`config.mk`:
```
export PLATFORM = sky130hd
export DESIGN_NAME = programmable_logic_block
export DESIGN_NICKNAME = d
export VERILOG_FILES = /design/src/design/logic_block_pkg.sv /design/src/design/table_eval_if.sv /design/src/design/table_qualifier.sv /design/src/design/programmable_logic_block.sv
export SDC_FILE = /design/constraint.sdc
export NUM_CORES = 1
export LEC_CHECK = 0
export ABC_AREA = 1
export BUFFER_PORTS_ARGS = -buffer_cell sky130_fd_sc_hd__buf_2
export CAP_MARGIN = 20
export CORE_MARGIN = 2
export CORE_UTILIZATION = 50
export CTS_CLUSTER_SIZE = 40
export DETAILED_ROUTE_END_ITERATION = 6
export PLACE_DENSITY = 0.82
export SKIP_CTS_REPAIR_TIMING = 1
export SYNTH_ARGS = -nofsm -noshare
export SYNTH_HDL_FRONTEND = slang
export SYNTH_SLANG_ARGS = --single-unit
export TNS_END_PERCENT = 10
```
`constraint.sdc`:
```
create_clock -name clk_sys_i -period 2.5 [get_ports clk_sys_i]
set_input_delay 0.125 -clock clk_sys_i [delete_from_list [all_inputs] [get_ports clk_sys_i]]
set_output_delay 0.125 -clock clk_sys_i [all_outputs]
set_load 0.005 [all_outputs]
```
`src/design/logic_block_pkg.sv`:
```
// Constants and types shared by the programmable logic block design.
package logic_block_pkg;

	// ------------------------------------------------------------------
	// Types
	// ------------------------------------------------------------------
	typedef logic [1:0]            cond_result_type;
	typedef logic [2:0][1:0]       cond_set_type;
	typedef logic [2:0][2:0][1:0]  cond_table_type;
	typedef logic [2:0]            oper_type;
	typedef logic [2:0]            lut_num_type;
	typedef logic [1:0]            table_num_type;
	typedef logic [15:0]           pct_type;
	typedef logic [5:0][15:0]      lut_y_set_type;
	typedef logic [31:0]           float_type;

	// ------------------------------------------------------------------
	// Condition result encodings
	// ------------------------------------------------------------------
	localparam cond_result_type COND_FALSE = 2'h0;
	localparam cond_result_type COND_TRUE  = 2'h1;
	localparam cond_result_type COND_ERROR = 2'h2;
	localparam cond_result_type COND_NA    = 2'h3;

	// ------------------------------------------------------------------
	// Table combine operator codes and reset values
	// ------------------------------------------------------------------
	localparam oper_type OP_DEFAULT = 3'h0;
	localparam oper_type OP_AND3    = 3'h1;
	localparam oper_type OP_OR3     = 3'h2;
	localparam oper_type OP_AND_OR  = 3'h3;
	localparam oper_type OP_OR_AND  = 3'h4;
	localparam oper_type OP_MAX     = 3'h4;

	localparam oper_type OPER_RESET_A = OP_AND3;
	localparam oper_type OPER_RESET_B = OP_AND3;
	localparam oper_type OPER_RESET_C = OP_DEFAULT;

	// ------------------------------------------------------------------
	// Lookup table numbers and reset mapping
	// ------------------------------------------------------------------
	localparam lut_num_type LUT_MIN    = 3'h1;
	localparam lut_num_type LUT_MAX    = 3'h6;
	localparam lut_num_type LUT_ODD_A  = 3'h1;
	localparam lut_num_type LUT_ODD_B  = 3'h2;
	localparam lut_num_type LUT_ODD_C  = 3'h3;
	localparam lut_num_type LUT_EVEN_A = 3'h4;
	localparam lut_num_type LUT_EVEN_B = 3'h5;
	localparam lut_num_type LUT_EVEN_C = 3'h6;

	// ------------------------------------------------------------------
	// Selected table numbers
	// ------------------------------------------------------------------
	localparam table_num_type TABLE_NONE = 2'h0;
	localparam table_num_type TABLE_A    = 2'h1;
	localparam table_num_type TABLE_B    = 2'h2;
	localparam table_num_type TABLE_C    = 2'h3;

	// Output value shown while no value is available.
	localparam pct_type PCT_UNAVAILABLE = 16'h0000;

	// ------------------------------------------------------------------
	// Constant list entries (single precision floats)
	// ------------------------------------------------------------------
	localparam lut_num_type CONST_ENTRY_FALSE = 3'h1;
	localparam lut_num_type CONST_ENTRY_TRUE  = 3'h2;
	localparam lut_num_type CONST_ENTRY_USER  = 3'h3;
	localparam lut_num_type CONST_ENTRY_LAST  = 3'h6;
	localparam float_type   CONST_FALSE       = 32'h0000_0000;
	localparam float_type   CONST_TRUE        = 32'h3F80_0000;
	localparam float_type   CONST_RESET_3     = 32'h41C8_0000;
	localparam float_type   CONST_RESET_4     = 32'h4248_0000;
	localparam float_type   CONST_RESET_5     = 32'h4296_0000;
	localparam float_type   CONST_RESET_6     = 32'h42C8_0000;

endpackage

```
`src/design/table_eval_if.sv`:
```
// Interface carrying one table's conditions, operator and verdict.
`timescale 1ns/1ps
interface table_eval_if;
	import logic_block_pkg::*;

	cond_set_type cond;
	oper_type     oper;
	logic         qualify;

	modport evaluator (input cond, input oper, output qualify);
	modport owner     (output cond, output oper, input qualify);
endinterface

```
`src/design/table_qualifier.sv`:
```
// Combines the three condition results of one table by its operator.
`timescale 1ns/1ps
module table_qualifier (
	table_eval_if.evaluator bus
);
	import logic_block_pkg::*;

	logic [2:0] is_true;
	logic [2:0] is_pass;
	logic       and3_hit;
	logic       or3_hit;
	logic       and_or_hit;
	logic       or_and_hit;

	// Per condition: strict truth, and truth where not applicable passes.
	assign is_true[0] = bus.cond[0] == COND_TRUE;
	assign is_true[1] = bus.cond[1] == COND_TRUE;
	assign is_true[2] = bus.cond[2] == COND_TRUE;
	assign is_pass[0] = is_true[0] | (bus.cond[0] == COND_NA);
	assign is_pass[1] = is_true[1] | (bus.cond[1] == COND_NA);
	assign is_pass[2] = is_true[2] | (bus.cond[2] == COND_NA);

	// Each combination; error counts as false, not applicable passes only in AND3.
	assign and3_hit   = &is_pass;
	assign or3_hit    = |is_true;
	assign and_or_hit = (is_true[0] & is_true[1]) | is_true[2];
	assign or_and_hit = (is_true[0] | is_true[1]) & is_true[2];

	// The operator picks one verdict; default code always qualifies.
	assign bus.qualify = (bus.oper == OP_DEFAULT)
		| ((bus.oper == OP_AND3) & and3_hit)
		| ((bus.oper == OP_OR3) & or3_hit)
		| ((bus.oper == OP_AND_OR) & and_or_hit)
		| ((bus.oper == OP_OR_AND) & or_and_hit);

endmodule

```
`src/design/programmable_logic_block.sv`:
```
// Programmable logic block: table selection, output pass and constants.
`timescale 1ns/1ps

module programmable_logic_block #(
	parameter int unsigned BLOCK_NUMBER = 1
) (
	input  wire logic                            clk_sys_i,
	input  wire logic                            arst_n_i,
	input  wire logic                            enable_i,
	input  wire logic                            update_i,
	input  wire logic_block_pkg::cond_table_type cond_i,
	input  wire logic                            oper_wr_i,
	input  wire logic [1:0]                      oper_sel_i,
	input  wire logic_block_pkg::oper_type       oper_data_i,
	input  wire logic                            lut_wr_i,
	input  wire logic [1:0]                      lut_sel_i,
	input  wire logic_block_pkg::lut_num_type    lut_data_i,
	input  wire logic [1:0]                      cfg_rd_sel_i,
	output logic_block_pkg::oper_type            oper_rd_o,
	output logic_block_pkg::lut_num_type         lut_rd_o,
	input  wire logic [5:0]                      lut_x_valid_i,
	input  wire logic_block_pkg::lut_y_set_type  lut_y_i,
	output logic_block_pkg::table_num_type       selected_table_o,
	output logic_block_pkg::lut_num_type         selected_lut_o,
	output logic                                 selection_changed_o,
	output logic_block_pkg::pct_type             block_output_value_o,
	output logic                                 output_available_o,
	input  wire logic                            const_wr_i,
	input  wire logic_block_pkg::lut_num_type    const_wr_sel_i,
	input  wire logic_block_pkg::float_type      const_wr_data_i,
	input  wire logic_block_pkg::lut_num_type    const_rd_sel_i,
	output logic_block_pkg::float_type           const_value_o
);
	import logic_block_pkg::*;

	// ------------------------------------------------------------------
	// Reset mapping of tables to lookup tables
	// ------------------------------------------------------------------
	// Blocks with an odd number use the low lookup tables, others the high.
	localparam logic        ODD_BLOCK   = (BLOCK_NUMBER % 2) == 1;
	localparam lut_num_type LUT_RESET_A = ODD_BLOCK ? LUT_ODD_A : LUT_EVEN_A;
	localparam lut_num_type LUT_RESET_B = ODD_BLOCK ? LUT_ODD_B : LUT_EVEN_B;
	localparam lut_num_type LUT_RESET_C = ODD_BLOCK ? LUT_ODD_C : LUT_EVEN_C;

	// ------------------------------------------------------------------
	// Configuration storage
	// ------------------------------------------------------------------
	oper_type    oper_cfg [3];
	lut_num_type lut_cfg [3];
	float_type   const_user [4];

	logic oper_code_ok;
	logic lut_code_ok;
	logic const_sel_ok;

	// Writes outside the documented code ranges are dropped.
	assign oper_code_ok = oper_data_i <= OP_MAX;
	assign lut_code_ok  = (lut_data_i >= LUT_MIN) && (lut_data_i <= LUT_MAX);
	assign const_sel_ok = (const_wr_sel_i >= CONST_ENTRY_USER)
		&& (const_wr_sel_i <= CONST_ENTRY_LAST);

	// Combine operators per table, reset to their documented defaults.
	always_ff @(posedge clk_sys_i or negedge arst_n_i) begin
		if (!arst_n_i) begin
			oper_cfg[0] <= OPER_RESET_A;
			oper_cfg[1] <= OPER_RESET_B;
			oper_cfg[2] <= OPER_RESET_C;
		end else if (oper_wr_i && oper_code_ok && (oper_sel_i != 2'h3)) begin
			oper_cfg[oper_sel_i] <= oper_data_i;
		end
	end

	// Lookup table number per table, reset by block number.
	always_ff @(posedge clk_sys_i or negedge arst_n_i) begin
		if (!arst_n_i) begin
			lut_cfg[0] <= LUT_RESET_A;
			lut_cfg[1] <= LUT_RESET_B;
			lut_cfg[2] <= LUT_RESET_C;
		end else if (lut_wr_i && lut_code_ok && (lut_sel_i != 2'h3)) begin
			lut_cfg[lut_sel_i] <= lut_data_i;
		end
	end

	// Configuration readback; the unused fourth slot reads zero.
	always_ff @(posedge clk_sys_i or negedge arst_n_i) begin
		if (!arst_n_i) begin
			oper_rd_o <= OP_DEFAULT;
			lut_rd_o  <= 3'h0;
		end else if (cfg_rd_sel_i == 2'h3) begin
			oper_rd_o <= OP_DEFAULT;
			lut_rd_o  <= 3'h0;
		end else begin
			oper_rd_o <= oper_cfg[cfg_rd_sel_i];
			lut_rd_o  <= lut_cfg[cfg_rd_sel_i];
		end
	end

	// ------------------------------------------------------------------
	// Per-table condition evaluation
	// ------------------------------------------------------------------
	logic [2:0] qualify;

	// Each table gets its own evaluator; results are combined below.
	for (genvar g = 0; g < 3; g++) begin : gen_table
		table_eval_if eval_bus ();

		assign eval_bus.cond = cond_i[g];
		assign eval_bus.oper = oper_cfg[g];
		assign qualify[g]    = eval_bus.qualify;

		table_qualifier u_qualifier (
			.bus (eval_bus.evaluator)
		);
	end

	// ------------------------------------------------------------------
	// Priority selection
	// ------------------------------------------------------------------
	table_num_type next_table;
	lut_num_type   next_lut;

	// First qualifying table in A, B, C order wins; A is the fallback.
	assign next_table = qualify[0] ? TABLE_A
		: qualify[1] ? TABLE_B
		: qualify[2] ? TABLE_C
		: TABLE_A;

	// The chosen table's lookup table number.
	assign next_lut = (next_table == TABLE_B) ? lut_cfg[1]
		: (next_table == TABLE_C) ? lut_cfg[2]
		: lut_cfg[0];

	// Selection is taken on each update strobe while enabled.
	always_ff @(posedge clk_sys_i or negedge arst_n_i) begin
		if (!arst_n_i) begin
			selected_table_o <= TABLE_NONE;
			selected_lut_o   <= 3'h0;
		end else if (!enable_i) begin
			selected_table_o <= TABLE_NONE;
			selected_lut_o   <= 3'h0;
		end else if (update_i) begin
			selected_table_o <= next_table;
			selected_lut_o   <= next_lut;
		end
	end

	table_num_type last_table;

	// Remembers the previous selection to flag a change for one cycle.
	always_ff @(posedge clk_sys_i or negedge arst_n_i) begin
		if (!arst_n_i) begin
			last_table <= TABLE_NONE;
		end else begin
			last_table <= selected_table_o;
		end
	end

	assign selection_changed_o = last_table != selected_table_o;

	// ------------------------------------------------------------------
	// Output pass-through
	// ------------------------------------------------------------------
	logic [2:0] lut_index;
	logic       lut_in_range;
	logic       next_available;
	pct_type    next_value;

	// Lookup numbers one to six address slots zero to five.
	assign lut_index    = selected_lut_o - LUT_MIN;
	assign lut_in_range = (selected_lut_o >= LUT_MIN)
		&& (selected_lut_o <= LUT_MAX);

	// Without an X source the lookup table gives no usable output.
	assign next_available = enable_i && lut_in_range
		&& lut_x_valid_i[lut_index];

	// The Y output, already in tenths of a percent, is passed as is.
	assign next_value = next_available ? lut_y_i[lut_index]
		: PCT_UNAVAILABLE;

	// The output follows the selected lookup table on every clock.
	always_ff @(posedge clk_sys_i or negedge arst_n_i) begin
		if (!arst_n_i) begin
			block_output_value_o <= PCT_UNAVAILABLE;
			output_available_o   <= 1'b0;
		end else begin
			block_output_value_o <= next_value;
			output_available_o   <= next_available;
		end
	end

	// ------------------------------------------------------------------
	// Constant list
	// ------------------------------------------------------------------
	logic [1:0] const_wr_slot;
	logic [1:0] const_rd_slot;
	float_type  next_const;

	// User entries three to six live in slots zero to three.
	assign const_wr_slot = 2'(const_wr_sel_i - CONST_ENTRY_USER);
	assign const_rd_slot = 2'(const_rd_sel_i - CONST_ENTRY_USER);

	// User constants, stored as raw float words.
	always_ff @(posedge clk_sys_i or negedge arst_n_i) begin
		if (!arst_n_i) begin
			const_user[0] <= CONST_RESET_3;
			const_user[1] <= CONST_RESET_4;
			const_user[2] <= CONST_RESET_5;
			const_user[3] <= CONST_RESET_6;
		end else if (const_wr_i && const_sel_ok) begin
			const_user[const_wr_slot] <= const_wr_data_i;
		end
	end

	// Entries one and two are fixed; unknown entries read zero.
	assign next_const = (const_rd_sel_i == CONST_ENTRY_FALSE) ? CONST_FALSE
		: (const_rd_sel_i == CONST_ENTRY_TRUE) ? CONST_TRUE
		: ((const_rd_sel_i >= CONST_ENTRY_USER)
			&& (const_rd_sel_i <= CONST_ENTRY_LAST))
			? const_user[const_rd_slot]
		: CONST_FALSE;

	// Constant readback is registered.
	always_ff @(posedge clk_sys_i or negedge arst_n_i) begin
		if (!arst_n_i) begin
			const_value_o <= CONST_FALSE;
		end else begin
			const_value_o <= next_const;
		end
	end

endmodule

```
# After elaboration in Yosys (flattened, before gate mapping)
# Cells that the tools add are included.
# W data, S select, Z words.
dict set report totals {
  reg_bits 208
  in_bits 177
  output_inout_bits 61
  word_cells 188
}
dict set report classes {
  addsub 3
  magnitude_cmp 18
  eq_ne 39
  n_mux 37
  bitwise_logic 50
  reduce_logical 23
}
# cell count
set op_table {}
lappend op_table {{$mux W32} 6}
lappend op_table {{$bwmux W128} 1}
lappend op_table {{$bmux W32 S2} 1}
lappend op_table {{$demux W32 S2} 1}
lappend op_table {{$bmux W16 S3} 1}
lappend op_table {{$mux W3} 12}
lappend op_table {{$mux W16} 2}
lappend op_table {{$or A1 B1 Y1} 27}
lappend op_table {{$eq A2 B2 Y1 const B} 12}
lappend op_table {{$eq A3 B2 Y1 const B} 7}
lappend op_table {{$and A1 B1 Y1} 18}
lappend op_table {{$bwmux W9} 2}
lappend op_table {{$eq A2 B1 Y1 const B} 9}
lappend op_table {{$ge A3 B3 Y1 const B} 5}
lappend op_table {{$le A3 B3 Y1 const B} 5}
lappend op_table {{$not A2 Y3} 5}
lappend op_table {{$logic_and A1 B1 Y1} 14}
lappend op_table {{$bmux W3 S2} 2}
lappend op_table {{$demux W3 S2} 2}
lappend op_table {{$eq A3 B1 Y1 const B} 4}
lappend op_table {{$mux W2} 5}
lappend op_table {{$eq A3 B3 Y1 const B} 3}
lappend op_table {{$logic_not A3 Y1} 3}
lappend op_table {{$lt A3 B1 Y1 const B} 3}
lappend op_table {{other kinds (12)} 20}

# Logic depth before layout (Yosys ltp)
dict set report logic_depth {
  depth_word 16
  mapped_depth 13
  depth_no_buf 13
}

# Modules after synthesis
# From an unflattened synthesis, not the netlist that was laid out.
dict set report unflattened {
  hier_cells 1320
  area_unflattened_um2 10089.7
}
# mod instances cells_each area_each_um2 seq_area_each_um2
set by_module_without_submodules {}
lappend by_module_without_submodules {programmable_logic_block 1 1230 9710.6 5237.5}
lappend by_module_without_submodules {table_qualifier 3 30 126.4 0.0}

# Worst setup path before layout
# No wires, ideal clock.
dict set report synth_timing {
  path_type {register -> register}
  from {register selected_lut_o[0]}
  to {register block_output_value_o[14]}
  setup_time_ns 0.122
  arrival_time_ns 2.129
  t_required_ns 2.378
  path_slack_ns 0.249
  path_stages_with_launch 14
  path_buffers 5
  synth_period_minus_slack_ns 2.251
  cell_sequence {dfrtp_1 -> buf_2 -> inv_2 -> buf_2 -> buf_2 -> ha_1 -> buf_2 -> inv_1 -> nand2_1 -> a21oi_1 -> o21ai_2 -> nand3b_4 -> buf_6 -> nor2_1}
}
dict set report synth_via {
  elab_chain_len 5
  word_cells_on_any_way 11
  cone_classes {1 x add/sub; 2 x order compare; 5 x mux; 3 x reduce/logical}
}
# element line_no
set synth_rtl {}
lappend synth_rtl {{start, declared} programmable_logic_block.sv:24} ;# output logic_block_pkg::lut_num_type selected_lut_o,
lappend synth_rtl {{start signal, assigned} programmable_logic_block.sv:143} ;# selected_lut_o <= next_lut;
lappend synth_rtl {{$sub A3 B1 Y3, or another cell as far along} programmable_logic_block.sv:169} ;# assign lut_index = selected_lut_o - LUT_MIN;
lappend synth_rtl {{$bmux W1 S3 / $logic_and A1 B1 Y1 (equally long branches)} {programmable_logic_block.sv:175, programmable_logic_block.sv:171}}
lappend synth_rtl {{$mux W1 (implied by the code) / $logic_and A1 B1 Y1 (equally long branches)} {programmable_logic_block.sv:175, programmable_logic_block.sv:174}}
lappend synth_rtl {{$logic_and A1 B1 Y1} programmable_logic_block.sv:175} ;# && lut_x_valid_i[lut_index];
lappend synth_rtl {{$mux W16 *} programmable_logic_block.sv:178} ;# assign next_value = next_available ? lut_y_i[lut_index]
lappend synth_rtl {{net next_value[14]} programmable_logic_block.sv:166} ;# pct_type next_value;
lappend synth_rtl {{end signal, assigned} programmable_logic_block.sv:187} ;# block_output_value_o <= next_value;
lappend synth_rtl {{end, declared} programmable_logic_block.sv:26} ;# output logic_block_pkg::pct_type block_output_value_o,
# The timed path passes the listed nets; every way through them passes the cells marked *. The select of a mux whose other input is x is not followed.
# A chain may end at the register's enable or synchronous reset.

# Worst setup path in the final report
dict set report layout_timing {
  from {register selected_lut_o[1]}
  to {register block_output_value_o[4]}
}
# The elaborated chain is that of the path after synthesis.

==> impl_metrics.py <==
metrics = {
    "status": {
        "outcome": "finished with violations",
        "violations": "hold timing",
    },
    "detailed_routing": {
        "drt_iter0_markers": 670,
        "drc_errors": 0,
        "wl_per_cell_um": 14.6,
        "drtPass1Iterations": 6,
        "via_count": 9172,
        "ant_nets": 0,
        "routed_via_density": 5.27,
        "finalWirelength_um": 25400,
    },
    "sta": {
        "max_freq_mhz": 506,
        "slew_violations": 0,
        "worstMarginPinSlew_ns": 0.774,
        "skew_ns": 0.0200,
        "whs_ns": -0.0430,
        "setup_viol": 0,
        "tns_ns": 0,
        "rsz0062_at_grt": "false",
        "final_hold_viol_count": 4,
        "post-route-period-util_pct": 79.0,
        "slew_headroom_pct": 48.2,
        "min_period_ns": 1.98,
    },
    "min_path": {
        "min_path_type": "primary input to flip-flop",
        "worstHoldStart": "oper_sel_i[1]",
    },
    "synth": {
        "synth_nets": 1387,
        "synth_top_cell_area_share_pct": 46.5,
        "synth_warnings": 0,
        "synth.area.top_cells": "dfrtp_1, nand2_1, o21ai_0",
        "synth_area_leader_cell": "dfrtp_1",
        "ys_seq_elements": 208,
        "synth_area_um2": 9790,
        "synthCells": 1204,
        "synth_seq_area_share_pct": 53.5,
        "yosys.cell_types.count": 32,
        "avgSynthCellArea_um2": 8.13,
    },
    "layout": {
        "area_growth_pct": 26.7,
        "diodes": 0,
        "drive_gt1_share_pct": 22.3,
        "final_common_cell": "nand2_1",
        "final_util_pct": 64.2,
        "final_cell_mix": "nand2_1, buf_2, o21ai_0, dfrtp_1, nor2_1",
        "postLayoutCellArea_um2": 12400,
        "final_nets": 1641,
        "fillers": 1572,
    },
    "clocking": {
        "path_clk_slew_ns": 0.06,
        "clkLatencyLatePin_ns": 0.51,
        "h-tree-depth": 1,
        "clock-root-buffer": "clkbuf_16",
        "clock_sinks": 208,
        "cts_tree": "yes",
        "cts_buffer_depth": 3,
        "cts_buffers": 22,
    },
    "placed_design": {
        "dpl_cell_area_um2": 11200,
        "io_buffers": 237,
        "hpwl_um": 16200,
        "routabilityCongestion": 0.857,
    },
    "setup_path": {
        "slowest_delay_ns": 0.41,
        "worst-path-buf-inv": 2,
        "path_cells": "inv_1, ha_1, inv_1, nand2_1, a21oi_1, o21ai_2, nand3b_4, nor2_1",
        "path_class": "flip-flop to flip-flop",
        "cp.arrival_ns": 2.35,
        "critPathSlowestCell": "dfrtp_1",
        "end_kind": "flip-flop",
        "crit_top_cell": "inv_1",
        "worstSetupStartpointType": "flip-flop",
        "critPathLaunch": "selected_lut_o[1]$_DFFE_PN0P_",
        "rr_startpoint": "selected_lut_o[1]$_DFFE_PN0P_",
        "crit_fanout": 18,
        "required_ns": 2.87,
        "crit_family": "buffers and inverters",
    },
    "floorplanning": {
        "ioPinCount": 238,
        "start_util_pct": 50.6,
        "row_count": 51,
        "core_um2": 19300,
        "fp.dieW_um": 144,
        "chipHeight_um": 144,
        "die_area_um2": 20700,
    },
    "global_route": {
        "grt_pass1_wl_um": 39200,
        "grt_start_max_net_pins": 70,
        "grt_pass1_vias": 8286,
        "grt_usage_pct": 23.4,
        "overflow": 0,
        "grt_antenna_before_repair": 0,
    },
    "power_and_ir_drop": {
        "ir_drop_mv": 0.450,
        "p_leak_nw": 6.51,
        "powerDensity_nw_per_um2": 827,
    },
    "flow_run": {
        "maxCapViolCount": 0,
    },
}
## layout make-up
type,instances,area [µm²],share of cell area (%)
Multi-Input combinational cell,818,3850,31.0
Clock buffer,31,654,5.28
Timing Repair Buffer,295,1780,14.3
Clock inverter,9,131,1.06
Inverter,113,424,3.42
Sequential cell,208,5240,42.2
Tap cell,265,332,2.67
## stage by stage
stage / std cells / power [mW] / setup WS (ns)
final: 1739 / 10.3 / 0.525
after global routing: 1739 / 10.8 / 0.358
after CTS: 1696 / 10.3 / 0.517
after detailed placement: 1656 / 6.77 / 0.541
after global placement: 1656 / 6.69 / 0.628
after floorplan: 1204 / 5.97 / 0.249
## cells in the mapped netlist, drive strengths merged
master / number
nand2: 291
o21ai: 216
dfrtp: 182
nor2: 172
inv: 113
clkbuf: 41
o32ai: 32
dfstp: 26
buf: 24
nand3: 23
o22ai: 22
a21oi: 16
a22oi: 16
nor3: 13
ha: 6
xnor2: 3
a211oi: 2
a22o: 1
a31oi: 1
nand3b: 1
nand4: 1
nor4: 1
o31ai: 1
## path summary, 6_finish.rpt
check	depth (start not counted)	slack (ns)	end
setup / recovery	8	0.52	block_output_value_o[4]$_DFF_PN0_
hold / removal	4	-0.04	gen_table[0].eval_bus.oper[0]$_DFFE_PN1P_
setup reg to reg	8	0.52	block_output_value_o[4]$_DFF_PN0_
hold reg to reg	0	0.46	last_table[1]$_DFF_PN0_
max in group asynchronous	3	1.57	const_user[52]$_DFFE_PN1P_
min in group asynchronous	2	0.12	const_user[29]$_DFFE_PN0P_
## logic make-up after synthesis
kind of cell               synth area share (%)
and+or+nand+nor                            20.2
DFF                                        53.5
AOI/OAI and AO/OA                          17.8
xor gates and xnor gates                  0.460
adders and majority gates                 0.767
buffers and inverters                      7.32
## sequential cells by signal, indices dropped and copies added (netlist names)
register / cells
block_output_value_o: 16
const_user: 128
const_value_o: 32
gen_table.eval_bus.oper: 9
last_table: 2
lut_cfg: 9
lut_rd_o: 3
oper_rd_o: 3
output_available_o: 1
selected_lut_o: 3
selected_table_o: 2
## worst register-to-register path: stages (launching register included)
cell	delay [ns]
dfrtp_1	0.41
inv_1	0.11
ha_1	0.31
inv_1	0.40
nand2_1	0.10
a21oi_1	0.16
o21ai_2	0.09
nand3b_4	0.22
nor2_1	0.07
## per-layer routing
layer  global-route usage, %  up-vias  wire, µm
li1                        -     4442         -
met1                    31.1     4372     10900
met2                    40.8      315     12700
met3                    2.73       43      1350
met4                    6.50        0       480
met5                       0        -         0
## power by group
| group | leakage [nW] | internal, mW | switching (mW) | total, mW |
|---|---|---|---|---|
| Clock | 0.393 | 2.14 | 1.31 | 3.45 |
| Sequential | 2.61 | 4.02 | 0.323 | 4.34 |
| Combinational | 3.51 | 0.993 | 1.47 | 2.47 |
| Total | 6.51 | 7.15 | 3.11 | 10.3 |
(Power assumes the default switching activity.)
